--- config.mk ---
export PLATFORM = sky130hd
export DESIGN_NAME = timer2_capture_reload_baud
export DESIGN_NICKNAME = d
export VERILOG_FILES = /design/src/rtl/timer2_pkg.sv /design/src/rtl/timer2_capture_reload_baud.sv
export SDC_FILE = /design/constraint.sdc
export NUM_CORES = 1
export LEC_CHECK = 0
export BUFFER_PORTS_ARGS = -buffer_cell sky130_fd_sc_hd__buf_4
export CAP_MARGIN = 20
export CORE_MARGIN = 2
export CORE_UTILIZATION = 55
export DETAILED_ROUTE_END_ITERATION = 12
export GPL_ROUTABILITY_DRIVEN = 0
export GPL_TIMING_DRIVEN = 0
export HOLD_SLACK_MARGIN = 0.02
export PLACE_DENSITY_LB_ADDON = 0.3
export RECOVER_POWER = 100
export SETUP_SLACK_MARGIN = 0.5
export SLEW_MARGIN = 20
export SYNTH_ARGS = -nofsm -noshare
export SYNTH_HDL_FRONTEND = slang
export SYNTH_SLANG_ARGS = --single-unit
--- constraint.sdc ---
create_clock -name ref_clk -period 5 [get_ports ref_clk]
set_input_delay 0.5 -clock ref_clk [delete_from_list [all_inputs] [get_ports ref_clk]]
set_output_delay 0.5 -clock ref_clk [all_outputs]
set_load 0.03 [all_outputs]
--- src/rtl/timer2_pkg.sv ---
// Constants and types shared by the timer 2 block
package timer2_pkg;
	localparam int          ADDR_WIDTH     = 10;
	localparam int          DATA_WIDTH     = 32;
	// Register indices; byte address is four times the index
	localparam logic [7:0]  IDX_CONTROL    = 8'hc8;
	localparam logic [7:0]  IDX_MODE       = 8'hc9;
	localparam logic [7:0]  IDX_CAP_LOW    = 8'hca;
	localparam logic [7:0]  IDX_CAP_HIGH   = 8'hcb;
	localparam logic [7:0]  IDX_COUNT_LOW  = 8'hcc;
	localparam logic [7:0]  IDX_COUNT_HIGH = 8'hcd;
	localparam logic [7:0]  CONTROL_RESET  = 8'h00;
	localparam logic        MODE_RESET     = 1'b0;
	localparam logic [15:0] CAP_RESET      = 16'h0000;
	localparam logic [15:0] COUNT_RESET    = 16'h0000;
	localparam logic [15:0] COUNT_ALL_ONES = 16'hffff;
	localparam int          MODE_DOWN_COUNT_ENABLE_BIT  = 0;
	// Core clocks per machine cycle in timer operation
	localparam logic [3:0]  MACHINE_CLOCKS = 4'hc;

	// Control register, bit 7 first
	typedef struct packed {
		logic overflow_flag;
		logic external_flag;
		logic rx_baud_source_select;
		logic tx_baud_source_select;
		logic ext_trigger_enable;
		logic run_control;
		logic counter_select;
		logic capture_reload_select;
	} control_type;
endpackage

--- src/rtl/timer2_capture_reload_baud.sv ---
// Timer 2: capture, auto-reload and baud generation with Avalon-MM slave
`timescale 1ns/100ps
module timer2_capture_reload_baud (
	input  wire logic                               ref_clk,
	input  wire logic                               rst,
	input  wire logic [timer2_pkg::ADDR_WIDTH-1:0]  address,
	input  wire logic                               read,
	input  wire logic                               write,
	input  wire logic [timer2_pkg::DATA_WIDTH-1:0]  writedata,
	input  wire logic [3:0]                         byteenable,
	output logic      [timer2_pkg::DATA_WIDTH-1:0]  readdata,
	output logic                                    waitrequest,
	input  wire logic                               ext_trigger_pin,
	input  wire logic                               ext_count_pin,
	input  wire logic                               timer1_overflow,
	input  wire logic                               timer_irq_enable,
	output logic                                    timer_irq,
	output logic                                    rx_baud_tick,
	output logic                                    tx_baud_tick
);
	import timer2_pkg::*;

	control_type ctl_reg;
	logic        down_count_enable_reg;
	logic [15:0] cap_reg;
	logic [15:0] count_reg;
	logic [3:0]  mc_cnt_reg;
	logic        trig_prev_reg;
	logic        cnt_prev_reg;
	logic        ack_reg;
	logic [31:0] readdata_reg;
	logic        irq_reg;
	logic        rx_tick_reg;
	logic        tx_tick_reg;

	logic        baud;
	logic        mc_tick;
	logic        ext_fall;
	logic        cnt_fall;
	logic        up_down_mode;
	logic        count_down;
	logic        tick;
	logic        overflow_up;
	logic        underflow;
	logic        ext_event;
	logic        reload;
	logic        capture;
	logic        wr_hit;
	logic [7:0]  idx;
	logic        wr_ctl;
	logic        wr_mode;
	logic        wr_cap_low;
	logic        wr_cap_high;
	logic        wr_cnt_low;
	logic        wr_cnt_high;
	logic        of_base;
	logic        ef_base;

	// Avalon slave: one wait cycle, answer registered
	assign idx         = address[ADDR_WIDTH-1:2];
	assign waitrequest = (read | write) & ~ack_reg;
	assign wr_hit      = write & ack_reg & byteenable[0];
	assign wr_ctl      = wr_hit & (idx == IDX_CONTROL);
	assign wr_mode     = wr_hit & (idx == IDX_MODE);
	assign wr_cap_low  = wr_hit & (idx == IDX_CAP_LOW);
	assign wr_cap_high = wr_hit & (idx == IDX_CAP_HIGH);
	assign wr_cnt_low  = wr_hit & (idx == IDX_COUNT_LOW);
	assign wr_cnt_high = wr_hit & (idx == IDX_COUNT_HIGH);

	always_ff @(posedge ref_clk) begin
		if (rst) begin
			ack_reg <= 1'b0;
		end else begin
			ack_reg <= (read | write) & ~ack_reg;
		end
	end

	// Unmapped indices read as zero; upper bytes always zero
	always_ff @(posedge ref_clk) begin
		if (rst) begin
			readdata_reg <= 32'h0;
		end else if (read & ~ack_reg) begin
			unique case (idx)
				IDX_CONTROL:    readdata_reg <= {24'h0, ctl_reg};
				IDX_MODE:       readdata_reg <= {31'h0, down_count_enable_reg};
				IDX_CAP_LOW:    readdata_reg <= {24'h0, cap_reg[7:0]};
				IDX_CAP_HIGH:   readdata_reg <= {24'h0, cap_reg[15:8]};
				IDX_COUNT_LOW:  readdata_reg <= {24'h0, count_reg[7:0]};
				IDX_COUNT_HIGH: readdata_reg <= {24'h0, count_reg[15:8]};
				default:        readdata_reg <= 32'h0;
			endcase
		end
	end
	assign readdata = readdata_reg;

	// Prescaler: 12 is even, so bit 0 alternates every clock
	always_ff @(posedge ref_clk) begin
		if (rst) begin
			mc_cnt_reg <= 4'h0;
		end else if (mc_tick) begin
			mc_cnt_reg <= 4'h0;
		end else begin
			mc_cnt_reg <= mc_cnt_reg + 4'h1;
		end
	end
	assign mc_tick = (mc_cnt_reg == MACHINE_CLOCKS - 4'h1);

	always_ff @(posedge ref_clk) begin
		if (rst) begin
			trig_prev_reg <= 1'b0;
			cnt_prev_reg  <= 1'b0;
		end else begin
			trig_prev_reg <= ext_trigger_pin;
			cnt_prev_reg  <= ext_count_pin;
		end
	end
	assign ext_fall = trig_prev_reg & ~ext_trigger_pin;
	assign cnt_fall = cnt_prev_reg & ~ext_count_pin;

	assign baud = ctl_reg.rx_baud_source_select
		| ctl_reg.tx_baud_source_select;
	assign up_down_mode = down_count_enable_reg & ~baud
		& ~ctl_reg.capture_reload_select;
	assign count_down = up_down_mode & ~ext_trigger_pin;
	assign tick = ctl_reg.run_control & (baud ? mc_cnt_reg[0]
		: (ctl_reg.counter_select ? cnt_fall : mc_tick));
	assign overflow_up = tick & ~count_down
		& (count_reg == COUNT_ALL_ONES);
	assign underflow = tick & count_down & (count_reg == cap_reg);
	// Direction mode takes the pin as a level, so its edges do nothing
	assign ext_event = ctl_reg.ext_trigger_enable & ~baud
		& ~up_down_mode & ext_fall;
	assign reload = (ext_event & ~ctl_reg.capture_reload_select)
		| (overflow_up & (baud | ~ctl_reg.capture_reload_select));
	assign capture = ext_event & ctl_reg.capture_reload_select;

	// Counter: hardware events first, software write only in a cycle without one
	always_ff @(posedge ref_clk) begin
		if (rst) begin
			count_reg <= COUNT_RESET;
		end else if (underflow) begin
			count_reg <= COUNT_ALL_ONES;
		end else if (reload) begin
			count_reg <= cap_reg;
		end else if (tick) begin
			count_reg <= count_down ? count_reg - 16'h1
				: count_reg + 16'h1;
		end else begin
			if (wr_cnt_low) begin
				count_reg[7:0] <= writedata[7:0];
			end
			if (wr_cnt_high) begin
				count_reg[15:8] <= writedata[7:0];
			end
		end
	end

	always_ff @(posedge ref_clk) begin
		if (rst) begin
			cap_reg <= CAP_RESET;
		end else if (capture) begin
			cap_reg <= count_reg;
		end else begin
			if (wr_cap_low) begin
				cap_reg[7:0] <= writedata[7:0];
			end
			if (wr_cap_high) begin
				cap_reg[15:8] <= writedata[7:0];
			end
		end
	end

	always_ff @(posedge ref_clk) begin
		if (rst) begin
			down_count_enable_reg <= MODE_RESET;
		end else if (wr_mode) begin
			down_count_enable_reg <= writedata[MODE_DOWN_COUNT_ENABLE_BIT];
		end
	end

	// Flags: a hardware set wins over a software clear in the same cycle
	assign of_base = wr_ctl ? writedata[7] : ctl_reg.overflow_flag;
	assign ef_base = wr_ctl ? writedata[6] : ctl_reg.external_flag;

	always_ff @(posedge ref_clk) begin
		if (rst) begin
			ctl_reg <= CONTROL_RESET;
		end else begin
			if (wr_ctl) begin
				ctl_reg[5:0] <= writedata[5:0];
			end
			ctl_reg.overflow_flag <= of_base
				| ((overflow_up | underflow) & ~baud);
			if (ext_event) begin
				ctl_reg.external_flag <= 1'b1;
			end else if ((overflow_up | underflow) & up_down_mode) begin
				ctl_reg.external_flag <= ~ef_base;
			end else begin
				ctl_reg.external_flag <= ef_base;
			end
		end
	end

	always_ff @(posedge ref_clk) begin
		if (rst) begin
			irq_reg <= 1'b0;
		end else begin
			irq_reg <= timer_irq_enable & (ctl_reg.overflow_flag
				| ctl_reg.external_flag);
		end
	end
	assign timer_irq = irq_reg;

	always_ff @(posedge ref_clk) begin
		if (rst) begin
			rx_tick_reg <= 1'b0;
			tx_tick_reg <= 1'b0;
		end else begin
			rx_tick_reg <= ctl_reg.rx_baud_source_select
				? overflow_up : timer1_overflow;
			tx_tick_reg <= ctl_reg.tx_baud_source_select
				? overflow_up : timer1_overflow;
		end
	end
	assign rx_baud_tick = rx_tick_reg;
	assign tx_baud_tick = tx_tick_reg;
endmodule

* Yosys cells after proc, flatten, opt, wreduce, memory -nomap -nowiden
Index checks and enable logic that the tools add are counted.
** Storage, ports and cells
- Input port bits :: 54
- Output and inout bits :: 36
- Bits in registers :: 83
** Cells by class
- Bitwise logic cells :: 44
- Equal/unequal tests :: 9
- Multiplexer cells :: 18
- Reductions and logical operators :: 5
- $add $sub $neg :: 3
** Operators by type and width (count)
- $mux 16 :: 5
- $eq 8x8->1 const B :: 6
- $pmux 8 s6 :: 1
- $mux 8 :: 4
- $and 1x1->1 :: 29
- $add 16x1->16 const B :: 1
- $eq 16x16->1 :: 1
- $eq 16x16->1 const B :: 1
- $sub 16x1->16 const B :: 1
- $mux 1 :: 8
- $not 1->1 :: 8
- $reduce_bool 4->1 :: 2
- $or 1x1->1 :: 7
- $add 4x1->4 const B :: 1
- $eq 4x4->1 const B :: 1
- $reduce_bool 2->1 :: 2
- $reduce_or 2->1 :: 1

* Longest topological paths before layout
- Depth after elaboration :: 12
- Mapped depth :: 12
- Depth with buffers taken out :: 10

* Least setup slack after synthesis
OpenSTA, ideal clock, no wires.
- Path kind :: input to register
- Start :: input ext_trigger_pin
- End :: register count_reg[14]
- Data arrival time :: 2.917 ns
- Slack :: 2.009 ns
- Required time :: 4.926 ns
- Stages :: 11
- Cells stage by stage :: or3_4 > buf_6 > nor2_2 > xnor2_1 > ha_1 > or4_1 > nor4_2 > a32o_1 > nor3_1 > or3b_1 > a31oi_1
** On the way
- Cells in the longest elaborated chain, start to end :: 9
- Elaborated cells on any way between the ends :: 17
** Ends and longest elaborated chain
- from (decl) :: line timer2_capture_reload_baud.sv:13 : input wire logic ext_trigger_pin,
- $not 1->1 (*) :: line timer2_capture_reload_baud.sv:117, timer2_capture_reload_baud.sv:124
- $and 1x1->1 :: line timer2_capture_reload_baud.sv:124 : assign count_down = up_down_mode & ~ext_trigger_pin;
- $not 1->1 :: line timer2_capture_reload_baud.sv:127 : assign overflow_up = tick & ~count_down
- $and 1x1->1 :: line timer2_capture_reload_baud.sv:127
- $and 1x1->1 :: line timer2_capture_reload_baud.sv:128 : & (count_reg == COUNT_ALL_ONES);
- $and 1x1->1 :: line timer2_capture_reload_baud.sv:134 : | (overflow_up & (baud | ~ctl_reg.capture_reload_select));
- $or 1x1->1 :: line timer2_capture_reload_baud.sv:134
- $mux 16 :: line timer2_capture_reload_baud.sv:143 : end else if (reload) begin
- $mux 16 :: line timer2_capture_reload_baud.sv:141 : end else if (underflow) begin
- to (signal assigned) :: line timer2_capture_reload_baud.sv:144 : count_reg <= cap_reg;
- to (signal assigned) :: line timer2_capture_reload_baud.sv:146 : count_reg <= count_down ? count_reg - 16'h1
- to (signal assigned) :: line timer2_capture_reload_baud.sv:153 : count_reg[15:8] <= writedata[7:0];
- to (decl) :: line timer2_capture_reload_baud.sv:26 : logic [15:0] count_reg;
Every way passes the cells marked *; elsewhere a longest branch is shown, timed or not.
A chain may end at the register's enable or synchronous reset.

* Worst setup path in the final report
- Start :: register ctl_reg[5] (netlist name)
- End :: register count_reg[14]
** On the way
- Cells in the longest elaborated chain, start to end :: 12
- Elaborated cells on any way between the ends :: 25
** Ends and longest elaborated chain
- from (decl) :: line timer2_capture_reload_baud.sv:23 : control_type ctl_reg;
- $or 1x1->1 (*) :: line timer2_capture_reload_baud.sv:121 : | ctl_reg.tx_baud_source_select;
- $not 1->1 :: line timer2_capture_reload_baud.sv:122, timer2_capture_reload_baud.sv:131
- $and 1x1->1 :: line timer2_capture_reload_baud.sv:122 : assign up_down_mode = down_count_enable_reg & ~baud
- $and 1x1->1 :: line timer2_capture_reload_baud.sv:123 : & ~ctl_reg.capture_reload_select;
- $and 1x1->1 :: line timer2_capture_reload_baud.sv:124
- $not 1->1 :: line timer2_capture_reload_baud.sv:127
- $and 1x1->1 :: line timer2_capture_reload_baud.sv:127
- $and 1x1->1 :: line timer2_capture_reload_baud.sv:128
- $and 1x1->1 :: line timer2_capture_reload_baud.sv:134
- $or 1x1->1 :: line timer2_capture_reload_baud.sv:134
- $mux 16 :: line timer2_capture_reload_baud.sv:143
- $mux 16 :: line timer2_capture_reload_baud.sv:141
Marks and branches as above.

==> impl_metrics.yaml <==
route:
  route.detailed.drc: 0
  dr.pass1.iters: 5
  detailroute.via_count: 4242
  ant_nets: 0
  dr.max_layer_used: "met4"
  dr_wl_met3_um: 1170
  dr_wl_met2_um: 5960
  wl_per_cell_um: 18.5
  drt_iter0_drc: 517
  routed_wl_um: 12600
  avgViaCountPerCell: 6.22
  drt-met1-wl_um: 4940
global_route:
  overflow: 0
  grt_max_degree: 11
  grt_pass1_wl_um: 20000
  grt_pass1_vias: 4131
  antenna_found_initial: 0
  grt_use_total_pct: 30.5
status:
  violations: "capacitance limit"
  status: "finished, violations left"
logic_synthesis:
  syn_area_per_cell_um2: 8.07
  syn-cell-area_um2: 4130
  async_flop_share_pct: 0
  synth_seq_cells: 59
  syn_inst: 512
  ys_warn_count: 0
  synth_ff_type: "dfxtp_1"
  synth-edff-count: 0
  synth_seq_area_share_pct: 28.6
  synth_cell_types: 63
sta:
  worst_pin_slew_ns: 1.48
  fin_crit_sh_pct: 79.3
  finalClockSkew_ns: 0.00712
  fin_tns_setup_ns: 0
  finalCriticalPeriod_ns: 3.97
  relSlewSlack_pct: 0.638
  hold_violations: 0
  rsz0062_at_grt: "no"
  fmax_mhz: 252
  drv_slew: 0
  setup-violations-final: 0
setup_path:
  r2r_cells: 12
  crit_top_cell: "clkbuf_1"
  required_ns: 5.28
  crit_chain: "clkbuf_1 > or3_2 > clkbuf_1 > nor2_1 > xnor2_1 > ha_1 > or4_1 > nor4_1 > a32o_1 > nor3_1 > or3b_1 > a31oi_1"
  r2r-start: "ctl_reg[5]"
  worstPathArrival_ns: 4.25
  cp_top_family: "simple AND/OR/NAND/NOR gates"
  regToRegSetupSlack_ns: 1.03
  regToRegEndpoint: "count_reg[14]"
  critical_path_class: "reg2reg"
  endpoint_kind: "flop"
  slowest_stage: "nor4_1"
  worst-path-max-fanout: 9
  path_buf_inv: 2
  startpoint_type: "flop"
  slowest_delay_ns: 0.58
cts:
  clkTransAtPathRegs_ns: 0.07
  numCtsBuffers: 9
  cts_tree: "built"
  clock-sinks: 59
  worstSkewPairLatency_ns: 0.35
  cts_setup_buffers: 0
  cts_hold_buf: 0
  h-tree-depth: 3
  clockBufferDepth: 2
  root_buffer: "clkbuf_8"
  cts-resized-gates: 0
worst_hold_path:
  holdPathEnd: "timer_irq"
  min_path_type: "in2reg"
  min-delay-start: "timer_irq_enable"
  min_delay_path_depth: 2
power:
  ir_worst_vdd_mv: 0.218
  p_leak_nw: 1.79
  powerDensity_nw_per_um2: 239
floorplan:
  die-area_um2: 8230
  rows: 31
  die_h_um: 90.7
  core_region_area_um2: 7250
  start_util_pct: 57.0
  pin_count: 90
  die_x_um: 90.7
cells_and_area:
  diodes: 0
  drive_gt1_share_pct: 15.1
  nNetsFinal: 634
  final_util_pct: 65.3
  syn2layout_area_growth_pct: 14.5
placement:
  hpwl_um: 9300
  io_buffers: 32
job:
  drv_cap: 1
-- cells in the mapped netlist (6+ instances only) --
master | count | area share, %
dfxtp_1 | 59 | 29
nor2_1 | 44 | 4.0
nand2_1 | 43 | 3.9
a21oi_1 | 36 | 4.4
mux2i_1 | 33 | 8.0
clkbuf_1 | 31 | 2.8
xnor2_1 | 26 | 5.5
buf_4 | 24 | 4.4
a211oi_1 | 19 | 3.5
o21ai_0 | 17 | 2.1
inv_1 | 15 | 1.4
nor3_1 | 14 | 1.7
nand4_1 | 9 | 1.4
a22oi_1 | 8 | 1.5
mux2_2 | 8 | 2.2
a21o_1 | 7 | 1.3
and3_1 | 7 | 1.1
nand3_1 | 7 | 0.85
nand2b_1 | 6 | 0.91
nor4_1 | 6 | 0.91
o221a_2 | 6 | 1.6
o221ai_1 | 6 | 1.3
-- through the flow --
| step | total power, mW | setup WS (ns) | hold WS [ns] | instance area (µm²) | cells |
|---|---|---|---|---|---|
| floorplan | 0.563 | 2.01 | 0.463 | 4220 | 535 |
| global placement | 0.592 | 1.63 | 0.444 | 4580 | 666 |
| detailed placement | 0.595 | 1.60 | 0.448 | 4590 | 666 |
| CTS | 1.13 | 1.71 | 0.369 | 4830 | 682 |
| global route | 1.15 | 0.814 | 0.391 | 4730 | 682 |
| finish | 1.13 | 1.03 | 0.371 | 4730 | 682 |
-- kinds of logic (layout without fill, tap and decap cells) --
group	Yosys count	in the layout	synth area share [%]
mux	41	41	10.2
xor+xnor	28	28	5.93
fa+ha+maj	2	2	0.605
other cells	1	24	0.0907
compound gates	129	129	22.2
simple gates	173	173	22.4
flops	59	59	28.6
buf+inv	79	127	10.0
-- metal layers --
| metal | vias to the layer above | GRT usage, % |
|---|---|---|
| li1 | 1946 | - |
| met3 | 68 | 6.34 |
| met5 | - | 0 |
| met4 | 0 | 16.9 |
| met1 | 1943 | 37.1 |
| met2 | 285 | 50.2 |
-- placed cells by master (no fill, tap or decap), types with 8 or more instances in the layout --
cell / synthesis / layout
nand2_1: 43 / 43
nor3_1: 14 / 15
a22oi_1: 8 / 8
buf_4: 24 / 43
nor2_1: 44 / 47
nand4_1: 9 / 9
clkbuf_1: 31 / 48
a21oi_1: 36 / 36
dfxtp_1: 59 / 59
xnor2_1: 26 / 26
clkbuf_8: 0 / 10
conb_1: 1 / 24
mux2_2: 8 / 8
inv_1: 15 / 15
o21ai_0: 17 / 17
a211oi_1: 19 / 20
mux2i_1: 33 / 33
-- cell type report --
cell class / instances / area [µm²]
flip-flops and latches: 59 / 1180
repair buffers: 32 / 195
inverters: 15 / 56.3
multi-input cells: 397 / 2590
clock inverters: 5 / 100
well taps: 99 / 124
clock buffers: 11 / 141
fillers: 629 / 2520
plain buffers: 64 / 349
-- worst reg2reg max path, stage by stage, from the launching register on --
cell and delay (ns):
dfxtp_1 0.30, clkbuf_1 0.19, or3_2 0.48, clkbuf_1 0.23, nor2_1 0.40, xnor2_1 0.14
ha_1 0.24, or4_1 0.47, nor4_1 0.58, a32o_1 0.28, nor3_1 0.06, or3b_1 0.38
a31oi_1 0.16
-- power breakdown --
group	switching, mW	internal, mW	leakage [nW]
registers	0.00336	0.474	0.477
logic	0.0695	0.0364	1.19
clock network	0.206	0.343	0.123
total	0.279	0.854	1.79
-- how the worst max path moves through the flow --
stage	start	endpoint	slack (ns)	cells after the start
after global routing	ctl_reg[5]	count_reg[14]	0.81	12
after floorplan	ext_trigger_pin	count_reg[14]	2.01	11
after detailed placement	ext_trigger_pin	count_reg[14]	1.60	12
after CTS	ctl_reg[5]	count_reg[14]	1.71	12
after global placement	ext_trigger_pin	count_reg[14]	1.63	12
final	ctl_reg[5]	count_reg[14]	1.03	12
(Power assumes the default switching activity.)
